`config.mk`:
```
export PLATFORM = sky130hd
export DESIGN_NAME = spi_master_slave_port
export DESIGN_NICKNAME = d
export VERILOG_FILES = /design/src/core/smsp_pkg.sv /design/src/core/spi_master_slave_port.sv
export SDC_FILE = /design/constraint.sdc
export NUM_CORES = 1
export LEC_CHECK = 0
export ABC_AREA = 0
export BUFFER_PORTS_ARGS = -buffer_cell sky130_fd_sc_hd__buf_2
export CAP_MARGIN = 20
export CORE_MARGIN = 2
export CORE_UTILIZATION = 54
export CTS_CLUSTER_DIAMETER = 150
export DETAILED_ROUTE_END_ITERATION = 10
export GPL_TIMING_DRIVEN = 0
export HOLD_SLACK_MARGIN = 0.05
export PLACE_DENSITY = 0.81
export SLEW_MARGIN = 20
export SYNTH_ARGS = -nofsm -noshare
export SYNTH_HDL_FRONTEND = slang
export SYNTH_SLANG_ARGS = --single-unit
```
`constraint.sdc`:
```
create_clock -name core_clk -period 3.6 [get_ports core_clk]
set_input_delay 0.36 -clock core_clk [delete_from_list [all_inputs] [get_ports core_clk]]
set_output_delay 0.36 -clock core_clk [all_outputs]
set_load 0.05 [all_outputs]
```
`src/core/smsp_pkg.sv`:
```
package smsp_pkg;
   // =====================================================
   // Register indices; the byte address is four times the index.
   localparam logic [7:0] IDX_CONTROL = 8'h2c;
   localparam logic [7:0] IDX_STATUS = 8'h2d;
   localparam logic [7:0] IDX_DATA = 8'h2e;
   localparam logic [7:0] IDX_PINDIR = 8'h2f;
   // =====================================================
   // Field positions.
   localparam int CTL_IE = 7;
   localparam int CTL_EN = 6;
   localparam int CTL_LSB = 5;
   localparam int CTL_MST = 4;
   localparam int CTL_CPOL = 3;
   localparam int CTL_CPHA = 2;
   localparam int CTL_R1 = 1;
   localparam int CTL_R0 = 0;
   localparam int ST_DONE = 7;
   localparam int ST_COL = 6;
   localparam int ST_DSPEED = 0;
   localparam int DIR_MOSI = 0;
   localparam int DIR_MISO = 1;
   localparam int DIR_SCK = 2;
   localparam int DIR_SS = 3;
   localparam int DIR_SSVAL = 4;
   // =====================================================
   // Reset values and counts.
   localparam logic [7:0] CONTROL_RST = 8'h00;
   localparam logic [4:0] PINDIR_RST = 5'h00;
   localparam logic [1:0] DRAIN_LEN = 2'h3;
   localparam logic [3:0] LAST_EDGE = 4'hf;
   localparam logic [2:0] LAST_BIT = 3'h7;
   // Half SCK period in core clocks, indexed by {double_speed, rate_sel}.
   localparam logic [6:0] HALF_TABLE [8] = '{7'h02, 7'h08, 7'h20, 7'h40,
                                             7'h01, 7'h04, 7'h10, 7'h20};
   // =====================================================
   typedef enum logic [1:0] {MST_IDLE, MST_RUN, MST_DRAIN} smsp_mst_t;
   typedef struct packed {
      logic sck;
      logic mosi;
      logic miso;
      logic ss;
   } smsp_pin_in_t;
   typedef struct packed {
      logic sckOut;
      logic sckOe;
      logic mosiOut;
      logic mosiOe;
      logic misoOut;
      logic misoOe;
      logic ssOut;
      logic ssOe;
   } smsp_pin_out_t;
   typedef struct packed {
      logic [7:0] control;
      logic [4:0] pinDir;
      logic dspeed;
      logic done;
      logic col;
      logic armDone;
      logic armCol;
   } smsp_regs_t;
   typedef struct packed {
      smsp_regs_t regs;
      logic [7:0] txShift;
      logic [7:0] rxShift;
      logic [7:0] rxBuf;
      logic [2:0] slvCnt;
      logic [3:0] edgeIdx;
      logic [6:0] divCnt;
      smsp_mst_t mst;
      logic [1:0] smpPipe;
      logic [1:0] drainCnt;
      logic sckLvl;
      logic sckS1;
      logic sckS2;
      logic sckS3;
      logic ssS1;
      logic ssS2;
      logic mosiS1;
      logic mosiS2;
      logic misoS1;
      logic misoS2;
      logic [7:0] busIdx;
      logic wrPend;
      logic rdPend;
      logic [31:0] hrdata;
      logic hreadyout;
      logic hresp;
      smsp_pin_out_t pins;
      logic irq;
   } smsp_state_t;
endpackage

```
`src/core/spi_master_slave_port.sv`:
```
`timescale 1ns/1ns
// Functional notes
// - Selected slave drives MISO only when its direction bit says output.
// - Deselected slave is passive, ignores data, clears its bit counter.
// - Slave select rising discards partial byte, clears bit count and receive shift; transmit shift keeps its value.
// - Master with slave select as output: pin is plain output.
// - Master with slave select input low: drop to slave, pins input.
// - That drop to slave sets the transfer-complete flag.
// - Data launched on one SCK edge, captured on the opposite edge.
// - Polarity one idles SCK high; zero idles it low.
// - Phase zero samples leading edge; phase one samples trailing edge.
// - bit_order one sends LSB first, zero sends MSB first.
// - Nothing shifts unless port_enable is one.
// - Interrupt request when enable, done flag and global enable all set.
// - Master divider by double_speed and rate bits: 4..128 or 2..64.
// - Rate bits do nothing in slave role.
// - Done flag set at end of every completed byte.
// - Vector acknowledge clears the done flag.
// - Status read seeing done, then data access, clears done.
// - Data write during transfer sets the collision flag.
// - Status read seeing collision, then data access, clears both flags.
// - Status bits five to one read as zero.
// - Master SCK may reach two core clocks; slave limit quarter rate.
// - Data write starts transfer; data read returns receive buffer.
// - Single transmit buffer, double receive buffer; late read loses byte.
// - Exactly eight bits per transfer; master clock stops afterwards.
module spi_master_slave_port (
   input wire logic core_clk,
   input wire logic rst_b,
   input wire logic hsel,
   input wire logic [31:0] haddr,
   input wire logic [1:0] htrans,
   input wire logic hwrite,
   input wire logic [2:0] hsize,
   input wire logic hready,
   input wire logic [31:0] hwdata,
   output logic hreadyout,
   output logic hresp,
   output logic [31:0] hrdata,
   input wire smsp_pkg::smsp_pin_in_t pinIn,
   output smsp_pkg::smsp_pin_out_t pinOut,
   input wire logic globalIrqEn,
   input wire logic vectorAck,
   output logic xferIrq
);
   // =====================================================
   // Helpers
   function automatic logic [7:0] shiftOut(logic [7:0] v, logic lsb);
      return lsb ? {1'b0, v[7:1]} : {v[6:0], 1'b0};
   endfunction

   function automatic logic [7:0] shiftIn(logic [7:0] v, logic b, logic lsb);
      return lsb ? {b, v[7:1]} : {v[6:0], b};
   endfunction

   smsp_pkg::smsp_state_t st_r;
   smsp_pkg::smsp_state_t st_nxt;
   logic en;
   logic isMst;
   logic cpol;
   logic cpha;
   logic lsb;
   logic accept;
   logic dataAcc;
   logic dataWr;
   logic busy;
   logic slvAct;
   logic leadEv;
   logic trailEv;
   logic smpEv;
   logic setEv;
   logic doneSet;
   logic [2:0] rateCode;
   logic [6:0] half;
   logic [7:0] newRx;

   // =====================================================
   // Next state
   always_comb begin
      st_nxt = st_r;
      en = st_r.regs.control[smsp_pkg::CTL_EN];
      isMst = st_r.regs.control[smsp_pkg::CTL_MST];
      cpol = st_r.regs.control[smsp_pkg::CTL_CPOL];
      cpha = st_r.regs.control[smsp_pkg::CTL_CPHA];
      lsb = st_r.regs.control[smsp_pkg::CTL_LSB];
      doneSet = 1'b0;
      newRx = 8'h00;
      // Pins are asynchronous to core_clk, so every input passes two stages.
      st_nxt.sckS1 = pinIn.sck;
      st_nxt.sckS2 = st_r.sckS1;
      st_nxt.sckS3 = st_r.sckS2;
      st_nxt.ssS1 = pinIn.ss;
      st_nxt.ssS2 = st_r.ssS1;
      st_nxt.mosiS1 = pinIn.mosi;
      st_nxt.mosiS2 = st_r.mosiS1;
      st_nxt.misoS1 = pinIn.miso;
      st_nxt.misoS2 = st_r.misoS1;

      // Bus: writes take no wait state, reads take one so that a write in
      // the preceding data phase is already visible to the read.
      accept = hsel & hready & htrans[1];
      st_nxt.wrPend = accept & hwrite;
      st_nxt.rdPend = accept & ~hwrite;
      st_nxt.hreadyout = ~(accept & ~hwrite);
      st_nxt.hresp = 1'b0;
      if (accept) begin
         st_nxt.busIdx = haddr[9:2];
      end
      dataAcc = (st_r.wrPend | st_r.rdPend) && (st_r.busIdx == smsp_pkg::IDX_DATA);
      dataWr = st_r.wrPend && (st_r.busIdx == smsp_pkg::IDX_DATA);
      slvAct = en & ~isMst & ~st_r.ssS2;
      busy = (st_r.mst != smsp_pkg::MST_IDLE) | (slvAct & (st_r.slvCnt != 3'h0));

      // Flag clears come first so that any set further down wins.
      if (dataAcc) begin
         if (st_r.regs.armCol) begin
            st_nxt.regs.col = 1'b0;
            st_nxt.regs.done = 1'b0;
         end
         if (st_r.regs.armDone) begin
            st_nxt.regs.done = 1'b0;
         end
         st_nxt.regs.armCol = 1'b0;
         st_nxt.regs.armDone = 1'b0;
      end
      if (vectorAck) begin
         st_nxt.regs.done = 1'b0;
      end

      if (st_r.rdPend) begin
         case (st_r.busIdx)
            smsp_pkg::IDX_CONTROL: st_nxt.hrdata = {24'h000000, st_r.regs.control};
            smsp_pkg::IDX_STATUS: begin
               st_nxt.hrdata = {24'h000000, st_r.regs.done, st_r.regs.col, 5'h00,
                                st_r.regs.dspeed};
               st_nxt.regs.armDone = st_r.regs.done;
               st_nxt.regs.armCol = st_r.regs.col;
            end
            smsp_pkg::IDX_DATA: st_nxt.hrdata = {24'h000000, st_r.rxBuf};
            smsp_pkg::IDX_PINDIR: st_nxt.hrdata = {27'h0000000, st_r.regs.pinDir};
            default: st_nxt.hrdata = 32'h00000000;
         endcase
      end
      if (st_r.wrPend) begin
         case (st_r.busIdx)
            smsp_pkg::IDX_CONTROL: st_nxt.regs.control = hwdata[7:0];
            smsp_pkg::IDX_STATUS: st_nxt.regs.dspeed = hwdata[smsp_pkg::ST_DSPEED];
            smsp_pkg::IDX_PINDIR: st_nxt.regs.pinDir = hwdata[4:0];
            default: st_nxt.regs.dspeed = st_nxt.regs.dspeed;
         endcase
      end

      // =====================================================
      // Master engine; the divider is only consulted here.
      rateCode = {st_r.regs.dspeed, st_r.regs.control[smsp_pkg::CTL_R1],
                  st_r.regs.control[smsp_pkg::CTL_R0]};
      half = smsp_pkg::HALF_TABLE[rateCode];
      st_nxt.smpPipe = {st_r.smpPipe[0], 1'b0};
      case (st_r.mst)
         smsp_pkg::MST_IDLE: begin
            st_nxt.sckLvl = cpol;
         end
         smsp_pkg::MST_RUN: begin
            // A compare with >= survives a rate change in mid byte.
            if (st_r.divCnt >= half - 7'h01) begin
               st_nxt.divCnt = 7'h00;
               st_nxt.sckLvl = ~st_r.sckLvl;
               st_nxt.edgeIdx = st_r.edgeIdx + 4'h1;
               if (st_r.edgeIdx[0] == cpha) begin
                  st_nxt.smpPipe[0] = 1'b1;
               end else if (st_r.edgeIdx != 4'h0 && st_r.edgeIdx != smsp_pkg::LAST_EDGE) begin
                  st_nxt.txShift = shiftOut(st_r.txShift, lsb);
               end
               if (st_r.edgeIdx == smsp_pkg::LAST_EDGE) begin
                  st_nxt.mst = smsp_pkg::MST_DRAIN;
                  st_nxt.drainCnt = smsp_pkg::DRAIN_LEN;
               end
            end else begin
               st_nxt.divCnt = st_r.divCnt + 7'h01;
            end
         end
         smsp_pkg::MST_DRAIN: begin
            // Wait for the last sample to clear the input synchronizer.
            if (st_r.drainCnt == 2'h1) begin
               st_nxt.mst = smsp_pkg::MST_IDLE;
               st_nxt.rxBuf = st_r.rxShift;
               doneSet = 1'b1;
            end else begin
               st_nxt.drainCnt = st_r.drainCnt - 2'h1;
            end
         end
         default: st_nxt.mst = smsp_pkg::MST_IDLE;
      endcase
      // Sampling lags the SCK edge by the synchronizer depth, so MISO is
      // seen as it stood in the last clock before the edge.
      if (st_r.smpPipe[1]) begin
         st_nxt.rxShift = shiftIn(st_r.rxShift, st_r.misoS2, lsb);
      end
      if (st_r.mst != smsp_pkg::MST_IDLE && (!en || !isMst)) begin
         st_nxt.mst = smsp_pkg::MST_IDLE;
      end

      // =====================================================
      // Slave engine. Edges are found on synchronized samples, so each SCK
      // phase must outlast two core clocks.
      leadEv = cpol ? (~st_r.sckS2 & st_r.sckS3) : (st_r.sckS2 & ~st_r.sckS3);
      trailEv = cpol ? (st_r.sckS2 & ~st_r.sckS3) : (~st_r.sckS2 & st_r.sckS3);
      smpEv = slvAct & (cpha ? trailEv : leadEv);
      setEv = slvAct & (cpha ? leadEv : trailEv);
      if (!slvAct) begin
         st_nxt.slvCnt = 3'h0;
         if (!isMst) begin
            st_nxt.rxShift = 8'h00;
         end
      end else if (smpEv) begin
         newRx = shiftIn(st_r.rxShift, st_r.mosiS2, lsb);
         st_nxt.rxShift = newRx;
         st_nxt.slvCnt = st_r.slvCnt + 3'h1;
         if (st_r.slvCnt == smsp_pkg::LAST_BIT) begin
            st_nxt.rxBuf = newRx;
            doneSet = 1'b1;
         end
      end else if (setEv && st_r.slvCnt != 3'h0) begin
         st_nxt.txShift = shiftOut(st_r.txShift, lsb);
      end

      // =====================================================
      // Data write: load and start, or flag a collision.
      if (dataWr) begin
         if (busy) begin
            st_nxt.regs.col = 1'b1;
         end else begin
            st_nxt.txShift = hwdata[7:0];
            if (en && isMst) begin
               st_nxt.mst = smsp_pkg::MST_RUN;
               st_nxt.divCnt = 7'h00;
               st_nxt.edgeIdx = 4'h0;
               st_nxt.sckLvl = cpol;
               st_nxt.rxShift = 8'h00;
            end
         end
      end

      // Mode fault: another master has selected us.
      if (en && isMst && !st_r.regs.pinDir[smsp_pkg::DIR_SS] && !st_r.ssS2) begin
         st_nxt.regs.control[smsp_pkg::CTL_MST] = 1'b0;
         st_nxt.mst = smsp_pkg::MST_IDLE;
         doneSet = 1'b1;
      end
      if (doneSet) begin
         st_nxt.regs.done = 1'b1;
      end

      // =====================================================
      // Pin drivers, registered from the next state.
      st_nxt.pins.sckOut = st_nxt.sckLvl;
      st_nxt.pins.mosiOut = lsb ? st_nxt.txShift[0] : st_nxt.txShift[7];
      st_nxt.pins.misoOut = st_nxt.pins.mosiOut;
      st_nxt.pins.sckOe = st_nxt.regs.control[smsp_pkg::CTL_EN]
                          & st_nxt.regs.control[smsp_pkg::CTL_MST]
                          & st_nxt.regs.pinDir[smsp_pkg::DIR_SCK];
      st_nxt.pins.mosiOe = st_nxt.regs.control[smsp_pkg::CTL_EN]
                           & st_nxt.regs.control[smsp_pkg::CTL_MST]
                           & st_nxt.regs.pinDir[smsp_pkg::DIR_MOSI];
      // Select is taken from the second synchronizer stage only, so the MISO
      // enable trails the pin by one more clock than the slave logic does.
      st_nxt.pins.misoOe = st_nxt.regs.control[smsp_pkg::CTL_EN]
                           & ~st_nxt.regs.control[smsp_pkg::CTL_MST]
                           & ~st_r.ssS2
                           & st_nxt.regs.pinDir[smsp_pkg::DIR_MISO];
      st_nxt.pins.ssOut = st_nxt.regs.pinDir[smsp_pkg::DIR_SSVAL];
      st_nxt.pins.ssOe = st_nxt.regs.pinDir[smsp_pkg::DIR_SS];
      st_nxt.irq = st_nxt.regs.control[smsp_pkg::CTL_IE] & st_nxt.regs.done
                   & globalIrqEn;
   end

   always_ff @(posedge core_clk) begin
      if (!rst_b) begin
         st_r <= '0;
         st_r.hreadyout <= 1'b1;
      end else begin
         st_r <= st_nxt;
      end
   end

   assign hreadyout = st_r.hreadyout;
   assign hresp = st_r.hresp;
   assign hrdata = st_r.hrdata;
   assign pinOut = st_r.pins;
   assign xferIrq = st_r.irq;
endmodule

```
==> summary.md, run 1 <==
| Metric | Value |
|---|---|
| Root Buffer | `clkbuf_8` |
| Filler instances | `731` |
| Synthesized cell area | `4950 µm²` |
| Worst-Margin Slew | `0.671 ns` |
| Post-Synth Simple-Gate Area | `19.9%` |
| Sink Count | `96` |
| Crit-path slowest cell | `o31a_1` |
| Vias | `3,977` |
| Die area | `9940 µm²` |
| Predominant post-synthesis flop cell | `dfxtp_1` |
| Core Footprint | `8810 µm²` |
| Startpoint types | `flip-flop` |
| #FFs+latches synth | `96` |
| Rows | `34` |
| Crit share post-route | `92.7%` |
| Most frequent CP cell | `ha_1` |
| I/O Buffers | `44` |
| Status | `completed` |
| Rel. slew slack | `55.0%` |
| Final setup vio count | `0` |
| Per-cell routed wire length | `14.8 µm` |
| Data arrival, critical path | `3.64 ns` |
| Post-CTS Setup Bufs | `0` |
| Antenna Violating Nets Remaining | `0` |
| RSZ-0062 raised after global routing | `false` |
| Initial antenna violation count | `0` |
| # H-tree levels | `3` |
| Pwr Density | `340 nW/µm²` |
| CP max stage delay | `0.39 ns` |
| Diodes inserted | `0` |
| Starting Density | `56.2%` |
| Clk_skew | `0.00819 ns` |
| First-pass GRT wire length | `17,900 µm` |
| IO Count | `123` |
| 1st-iter DRT viols | `362` |
| Clock Path Buffers | `2` |
| Crit-path max FO | `8` |
| WP data required | `3.90 ns` |
| Post-CTS Hold Buffers | `0` |
| Largest family of logic cells by synthesized area | `simple AND/OR/NAND/NOR gates` |
| Setup_tns | `0 ns` |
| Post-synthesis cell count | `550` |
| Synth async-reset ratio | `0%` |
| Final Max Tran Viols | `0` |
| Layout cell share with drive strength beyond 1 | `20.9%` |
| Min Clock Period, post-route | `3.34 ns` |
| Vias in the first global route | `3,768` |
| Post-DP HPWL | `8420 µm` |
| Total chip power | `1.90 mW` |
| TritonCTS clock tree | `yes` |
| Peak VDD IR | `208 µV` |
| Clk pin slew, worst setup/hold paths | `0.10 ns` |
| Synthesis-to-layout area growth | `13.1%` |
| GR Overflow Total | `0` |
| Worst Hold Class | `in -> reg` |
| Synthesis Warnings | `0` |
| Largest net degree at the start of global routing | `19` |
| Worst skew pair latency | `0.38 ns` |
| Post-synthesis mux area share | `13.0%` |
| Endpoint class of the critical path | `flip-flop` |
| Via density per instance | `5.35` |
| Adder-Cell Fraction of Synth Area | `3.79%` |
| Sequential fraction of the synthesis area | `38.8%` |
| Xor-xnor portion of the synthesized cell area | `2.30%` |
| Fmax | `300 MHz` |
| Leak | `2.61 nW` |
| Die Y | `99.7 µm` |
| Die W | `99.7 µm` |
| NumNets Final | `726` |
| Final hold violation count | `0` |
| Gp weighted congestion | `0.902` |
| DR pass1 iterations | `5` |
| Crit-path cells | `clkbuf_1 -> nor2_1 -> nand2_1 -> ha_1 -> inv_1 -> a211oi_1 -> a21oi_1 -> ha_1 -> nand3_1 -> o31a_1 -> buf_4 -> o32a_1 -> a211o_1 -> a21boi_1` |
| Count of flip-flops with a built-in enable after synthesis | `0` |
| Syn_area_per_cell | `8.99 µm²` |
| Total GRT Usage | `22.7%` |
| CTS buffer count | `9` |
| Type of the worst setup path | `reg -> reg` |
| DRC viols | `0` |
| Post-CTS Resized | `0` |
| Post-synthesis compound-gate area fraction | `12.3%` |
| Routed wire length | `11,000 µm` |
| Max cap viols | `0` |
| Distinct cells, synth | `57` |
stage by stage:
stage          setup slack (ns)  hold slack [ns]  utilization, %  instances  area [µm²]
6_report                  0.264            0.180            63.6        744        5600
5_1_grt                 0.00285            0.170            63.6        744        5600
4_1_cts                   0.238            0.171            63.3        742        5580
3_5_place_dp              0.304            0.422            61.2        726        5390
3_3_place_gp              0.379            0.414            61.2        726        5390
2_1_floorplan             0.712            0.412               -        574        5040
final cells by class:
cell class / count / area (µm²) / area share, %
flip-flops and latches: 96 / 1920 / 34.3
clock buffers: 9 / 124 / 2.21
well taps: 108 / 135 / 2.41
multi-input cells: 392 / 2630 / 47.0
plain buffers: 64 / 402 / 7.18
clock inverters: 7 / 61.3 / 1.10
inverters: 21 / 78.8 / 1.41
repair buffers: 47 / 243 / 4.34
worst max-delay path: cells and delay by family (launching register included):
family                     cells  cell delay [ns]
buffers and inverters          3             0.53
adders and majority gates      2             0.57
DFF                            1             0.34
and+or+nand+nor                3             0.34
AOI/OAI and AO/OA              6             1.48
where the power goes:
part	internal, mW	switching [mW]	leakage [nW]	total [mW]
clock	0.266	0.417	0.0940	0.683
sequential	1.07	0.00399	0.775	1.07
combinational	0.0459	0.101	1.75	0.147
placed cells by master (no fill, tap or decap), types with 16 or more instances in the layout:
cell type  Yosys  final
inv_1         21     21
buf_2          0     44
nor2b_1       24     24
nor2_1        40     40
buf_4         41     44
and2_1        20     20
clkbuf_1      22     21
mux2i_1       45     45
conb_1         1     25
nand2_1       53     53
dfxtp_1       96     96
a21oi_1       16     16
state kept, by name (all words and copies together), names as in the netlist:
| signal | cells |
|---|---|
| hrdata | 8 |
| lsb | 1 |
| pinOut | 5 |
| xferIrq | 1 |
| cpol | 1 |
| isMst | 1 |
| st_nxt | 6 |
| st_r | 67 |
| cpha | 1 |
| hreadyout | 1 |
| rateCode | 3 |
| en | 1 |
metal layers:
layer	GRT usage, %	routed length, µm	vias up
li1	-	-	1991
met1	28.4	4820	1871
met2	39.6	5490	103
met3	4.92	565	12
met4	6.32	140	0
met5	0	0	-
cell usage after synthesis (all sizes together), types with 7 or more instances:
cell type / n / share of area (%)
mux2i: 45 / 9.1
o22ai: 13 / 1.6
dfxtp: 96 / 39
a21boi: 13 / 2.0
nor2b: 24 / 3.0
o211a: 7 / 1.4
o21ai: 11 / 1.1
nor2: 40 / 3.0
nand2b: 7 / 1.0
clkbuf: 22 / 1.7
inv: 21 / 1.6
and2: 20 / 2.5
nand3: 14 / 1.4
nand2: 53 / 4.0
buf: 43 / 6.5
and3: 8 / 1.0
a31oi: 7 / 0.89
ha: 15 / 3.8
a21oi: 17 / 1.8
xnor2: 9 / 1.6
mux2: 15 / 3.4
cells by family after synthesis:
group,count (synthesis)
buffers and inverters,86
DFF,96
muxes,61
xor gates and xnor gates,13
adders and majority gates,15
AOI/OAI and AO/OA,88
other,1
and+or+nand+nor,190
worst paths after layout:
check / startpoint / end / slack (ns) / cells after the start
worst max-delay path: rateCode[1] / st_r[64] / 0.26 / 14
worst min-delay path: pinIn[1] / st_nxt[53] / 0.18 / 2
worst max register to register: rateCode[1] / st_r[64] / 0.26 / 14
worst min register to register: st_nxt[60] / st_nxt[59] / 0.45 / 1
Note: power is estimated with default switching activity, not from simulation.
==> inputs of run 2 (changes only) <==
--- a/config.mk
+++ b/config.mk
@@ -12,7 +12,6 @@
 export CORE_UTILIZATION = 54
 export CTS_CLUSTER_DIAMETER = 150
 export DETAILED_ROUTE_END_ITERATION = 10
-export GPL_TIMING_DRIVEN = 0
 export HOLD_SLACK_MARGIN = 0.05
 export PLACE_DENSITY = 0.81
 export SLEW_MARGIN = 20
==> run 2 against run 1 <==
  * Wire length down 7.2%
  * Maximum frequency up 2.4%
  * Utilization down 3.7 points
  * Cell area down 5.8%
  * Critical endpoint is now st_r[75]
  * First-iteration DRC count down 37%
  * Critical path type unchanged
  * Setup slack better by 0.079 ns
  * Combinational power down 20%
  * Global-route usage down 1.6 points
  * Clock power up 16%
  * Sequential share of layout area up 2.1 points
  * Clock-buffer cell count up 1
  * Register-to-register slack better by 0.08 ns
==> summary.md, run 2 (synthesized netlist as in run 1, its figures left out) <==
| Metric | Value |
|---|---|
| GR Overflow Total | `0` |
| Worst skew pair latency | `0.36 ns` |
| Die W | `99.7 µm` |
| Max cap viols | `0` |
| Starting Density | `56.2%` |
| Placed inst area | `5040 µm²` |
| Most frequent cells in the layout | `dfxtp_1 (96), nand2_1 (53), mux2i_1 (45), buf_2 (45), nor2_1 (40)` |
| # H-tree levels | `3` |
| Worst Hold Class | `in -> reg` |
| Post-CTS Hold Buffers | `0` |
| Min Clock Period, post-route | `3.26 ns` |
| Largest net degree at the start of global routing | `42` |
| Via density per instance | `5.48` |
| IO Count | `123` |
| Die area | `9940 µm²` |
| Total chip power | `1.99 mW` |
| Die Y | `99.7 µm` |
| Worst-Margin Slew | `0.929 ns` |
| Crit-path max FO | `9` |
| Rel. slew slack | `38.0%` |
| Sink Count | `96` |
| Routed wire length | `10,200 µm` |
| Diodes inserted | `0` |
| Placed Cells | `669` |
| CTS buffer count | `9` |
| WP data required | `3.88 ns` |
| Post-CTS Resized | `0` |
| RR Startpoint | `rateCode[2]` |
| Gp weighted congestion | `0.828` |
| Clock Path Buffers | `2` |
| Post-DP HPWL | `7570 µm` |
| Fmax | `307 MHz` |
| Crit. Startpoint | `rateCode[2]` |
| Filler instances | `772` |
| Type of the worst setup path | `reg -> reg` |
| NumNets Final | `667` |
| Total GRT Usage | `21.1%` |
| I/O Buffers | `45` |
| Crit share post-route | `90.5%` |
| Post-route cell area | `5270 µm²` |
| Max reg flops | `67` |
| DRC viols | `0` |
| Endpoint class of the critical path | `flip-flop` |
| Setup_tns | `0 ns` |
| Root Buffer | `clkbuf_8` |
| 1st-iter DRT viols | `229` |
| Initial antenna violation count | `0` |
| Post-Place Setup Slack | `0.386 ns` |
| Final WS setup | `0.343 ns` |
| First-pass GRT wire length | `16,800 µm` |
| DR pass1 iterations | `4` |
| Vias in the first global route | `3,591` |
| Data arrival, critical path | `3.54 ns` |
| Largest Register | `st_r` |
| Leak | `2.40 nW` |
| Synthesis-to-layout area growth | `6.58%` |
| Hold slack | `0.202 ns` |
| Layout Cells excl Fill | `685` |
| Final hold violation count | `0` |
| Final setup vio count | `0` |
| Per-cell routed wire length | `14.9 µm` |
| Startpoint types | `flip-flop` |
| Commonest non-fill, non-tap cell in the layout | `dfxtp_1` |
| Rows | `34` |
| Post-CTS Setup Bufs | `0` |
| Final cell utilization of the core | `59.9%` |
| Pwr Density | `377 nW/µm²` |
| Clk pin slew, worst setup/hold paths | `0.09 ns` |
| Hold Startpoint | `pinIn[1]` |
| TritonCTS clock tree | `yes` |
| Final Max Tran Viols | `0` |
| Clk_skew | `0.0105 ns` |
| RSZ-0062 raised after global routing | `false` |
| Peak VDD IR | `300 µV` |
| Vias | `3,754` |
| Core Footprint | `8810 µm²` |
| Layout cell share with drive strength beyond 1 | `16.6%` |
| Antenna Violating Nets Remaining | `0` |
| Status | `completed` |
==> run 2: cell type report <==
| cell class | instances | area, µm² | share of cell area, % |
|---|---|---|---|
| repair buffers | 52 | 278 | 5.27 |
| clock inverters | 6 | 90.1 | 1.71 |
| multi-input cells | 392 | 2630 | 49.9 |
| clock buffers | 10 | 138 | 2.61 |
| well taps | 108 | 135 | 2.56 |
| flip-flops and latches | 96 | 1920 | 36.4 |
| inverters | 21 | 78.8 | 1.50 |
==> run 2: critical path, cell delays in order, from the launching register on <==
cell and delay [ns]:
dfxtp_1 0.38, or3_1 0.40, ha_1 0.29, nor2_1 0.11, nand2_1 0.06, nand2_1 0.06, a21oi_1 0.07, ha_1 0.19
a21o_1 0.17, a21oi_1 0.31, o31a_1 0.39, nand2b_1 0.29, nand3_1 0.25, a21oi_1 0.21
==> run 2: final timing paths <==
kind | slack, ns | depth (start not counted) | endpoint
min | 0.20 | 2 | st_nxt[53]
min reg2reg | 0.44 | 1 | st_r[55]
max reg2reg | 0.34 | 13 | st_r[75]
max | 0.34 | 13 | st_r[75]
==> run 2: per-layer routing <==
layer | wire length, µm | track usage, % | vias to the layer above
met3 | 477 | 4.50 | 4
met5 | 0 | 0 | -
li1 | - | - | 1866
met2 | 5210 | 36.4 | 79
met1 | 4460 | 27.1 | 1805
met4 | 80 | 5.16 | 0
==> run 2: power by group <==
part / total (mW) / leakage, nW / internal (mW) / switching, mW
registers: 1.07 / 0.775 / 1.07 / 0.00549
clock network: 0.794 / 0.113 / 0.413 / 0.382
logic: 0.118 / 1.51 / 0.0263 / 0.0916
total: 1.99 / 2.40 / 1.51 / 0.479
==> inputs of run 3 (changes only) <==
--- a/config.mk
+++ b/config.mk
@@ -13,7 +13,7 @@
 export CTS_CLUSTER_DIAMETER = 150
 export DETAILED_ROUTE_END_ITERATION = 10
 export HOLD_SLACK_MARGIN = 0.05
-export PLACE_DENSITY = 0.81
+export PLACE_DENSITY = 0.86
 export SLEW_MARGIN = 20
 export SYNTH_ARGS = -nofsm -noshare
 export SYNTH_HDL_FRONTEND = slang
==> run 3 against run 2 <==
  * Wire length is 0.50% higher
  * Cell area is 0.93% lower
  * Clock-buffer cell count down 1
  * Via count rose by 1.8%
  * Non-clock buffer count shrank 1
  * Maximum frequency shrank 0.94%
  * Final cell count down 0.15%
  * Largest cell class unchanged
  * Largest power group unchanged
==> summary.md, run 3 (synthesized netlist as in run 1, its figures left out) <==
| Metric | Value |
|---|---|
| Grt peak-use layer | `met2` |
| Met3 GRT Util | `5.13%` |
| Worst Hold Class | `in -> reg` |
| Met1 Use GR | `26.3%` |
| IO Count | `123` |
| Data arrival, critical path | `3.54 ns` |
| Hold path depth | `2` |
| Post-CTS Resized | `0` |
| Antenna Violating Nets Remaining | `0` |
| Synthesis-to-layout area growth | `5.59%` |
| Die Y | `99.7 µm` |
| Peak VDD IR | `224 µV` |
| Leak | `2.38 nW` |
| Crit share post-route | `91.3%` |
| 1st-iter DRT viols | `252` |
| Root Buffer | `clkbuf_8` |
| Crit-path max FO | `8` |
| First-pass GRT wire length | `17,100 µm` |
| CTS buffer count | `9` |
| R2R Path End | `st_r[104]` |
| Post-CTS Hold Buffers | `0` |
| Starting Density | `56.2%` |
| WP data required | `3.86 ns` |
| Max cap viols | `0` |
| I/O Buffers | `45` |
| Endpoint class of the critical path | `flip-flop` |
| Die area | `9940 µm²` |
| # H-tree levels | `3` |
| Gp weighted congestion | `0.886` |
| Total chip power | `1.87 mW` |
| GR Util met2 | `36.9%` |
| Commonest non-fill, non-tap cell in the layout | `dfxtp_1` |
| Total GRT Usage | `21.3%` |
| Rel. slew slack | `36.5%` |
| R2R Setup Slk | `0.31 ns` |
| Core Footprint | `8810 µm²` |
| GR Overflow Total | `0` |
| Setup_tns | `0 ns` |
| Startpoint types | `flip-flop` |
| DR pass1 iterations | `6` |
| Hold endpoint | `st_nxt[57]` |
| Routed wire length | `10,300 µm` |
| Pwr Density | `358 nW/µm²` |
| Vias | `3,822` |
| Largest Register | `st_r` |
| RR Startpoint | `rateCode[2]` |
| Post-DP HPWL | `7540 µm` |
| Status | `completed` |
| Worst r2r path cells | `14` |
| Clk pin slew, worst setup/hold paths | `0.10 ns` |
| Clk_skew | `0.00817 ns` |
| Initial antenna violation count | `0` |
| Final setup vio count | `0` |
| Min Clock Period, post-route | `3.29 ns` |
| Post-CTS Setup Bufs | `0` |
| RSZ-0062 raised after global routing | `false` |
| Sink Count | `96` |
| Max reg flops | `67` |
| NumNets Final | `666` |
| Fmax | `304 MHz` |
| Largest net degree at the start of global routing | `57` |
| Diodes inserted | `0` |
| Final Max Tran Viols | `0` |
| Most frequent cells in the layout | `dfxtp_1 (96), nand2_1 (53), mux2i_1 (45), buf_2 (45), nor2_1 (40)` |
| TritonCTS clock tree | `yes` |
| Clock Path Buffers | `2` |
| Final hold violation count | `0` |
| Per-cell routed wire length | `15.0 µm` |
| Via density per instance | `5.59` |
| Type of the worst setup path | `reg -> reg` |
| Worst-Margin Slew | `0.951 ns` |
| DRC viols | `0` |
| Layout cell share with drive strength beyond 1 | `16.5%` |
| Rows | `34` |
| Vias in the first global route | `3,633` |
| Filler instances | `753` |
| Worst skew pair latency | `0.37 ns` |
| Die W | `99.7 µm` |
| Hold Startpoint | `pinIn[0]` |
run 3: cell types whose count changed in the layout (fill, tap and decap cells not counted):
cell	previous run	this run
bufinv_16	2	0
clkinv_4	1	2
inv_8	0	2
buf_4	7	6
clkbuf_8	10	9
inv_6	1	2
clkinvlp_4	1	0
run 3: cell type report:
| class | instances | area (µm²) | area share, % |
|---|---|---|---|
| Multi-Input combinational cell | 392 | 2630 | 50.4 |
| Sequential cell | 96 | 1920 | 36.8 |
| Timing Repair Buffer | 51 | 270 | 5.17 |
| Tap cell | 108 | 135 | 2.59 |
| Clock buffer | 9 | 124 | 2.37 |
| Inverter | 21 | 78.8 | 1.51 |
| Clock inverter | 7 | 62.6 | 1.20 |
run 3: critical path, cell delays in order, from the launching register on:
cell and delay (ns):
dfxtp_1 0.38, or3_1 0.40, ha_1 0.28, nor2_1 0.11, nand2_1 0.06, nand2_1 0.06
a21oi_1 0.07, ha_1 0.19, a21o_1 0.17, a21oi_1 0.30, o22ai_1 0.18, nor2_1 0.42
buf_4 0.25, mux2i_1 0.20, o22ai_1 0.10
run 3: metrics by stage:
stage / utilization [%] / cells / instance area (µm²) / hold WS [ns] / setup slack (ns)
finish: 59.3 / 684 / 5220 / 0.189 / 0.312
global route: 59.3 / 684 / 5220 / 0.171 / 0.0683
CTS: 59.3 / 684 / 5220 / 0.181 / 0.311
detailed placement: 57.2 / 668 / 5040 / 0.420 / 0.334
global placement: 57.2 / 668 / 5040 / 0.416 / 0.431
floorplan: - / 574 / 5040 / 0.412 / 0.712
run 3: worst max-delay path by stage:
stage | end | from | cells after the start
floorplan | st_r[64] | rateCode[0] | 13
global placement | st_r[104] | rateCode[2] | 14
detailed placement | st_r[104] | rateCode[2] | 14
CTS | st_r[104] | rateCode[2] | 14
global route | st_r[73] | rateCode[2] | 13
finish | st_r[104] | rateCode[2] | 14
run 3: power breakdown:
group	total, mW	switching, mW	internal [mW]
logic	0.119	0.0925	0.0265
clock network	0.676	0.409	0.267
registers	1.07	0.00569	1.07
run 3: metal layers:
| layer | routed length, µm | part of all wire [%] | vias up |
|---|---|---|---|
| met5 | 0 | 0 | - |
| met4 | 206 | 2.0 | 0 |
| met3 | 541 | 5.3 | 19 |
| met2 | 5130 | 50 | 111 |
| met1 | 4400 | 43 | 1825 |
| li1 | - | - | 1867 |
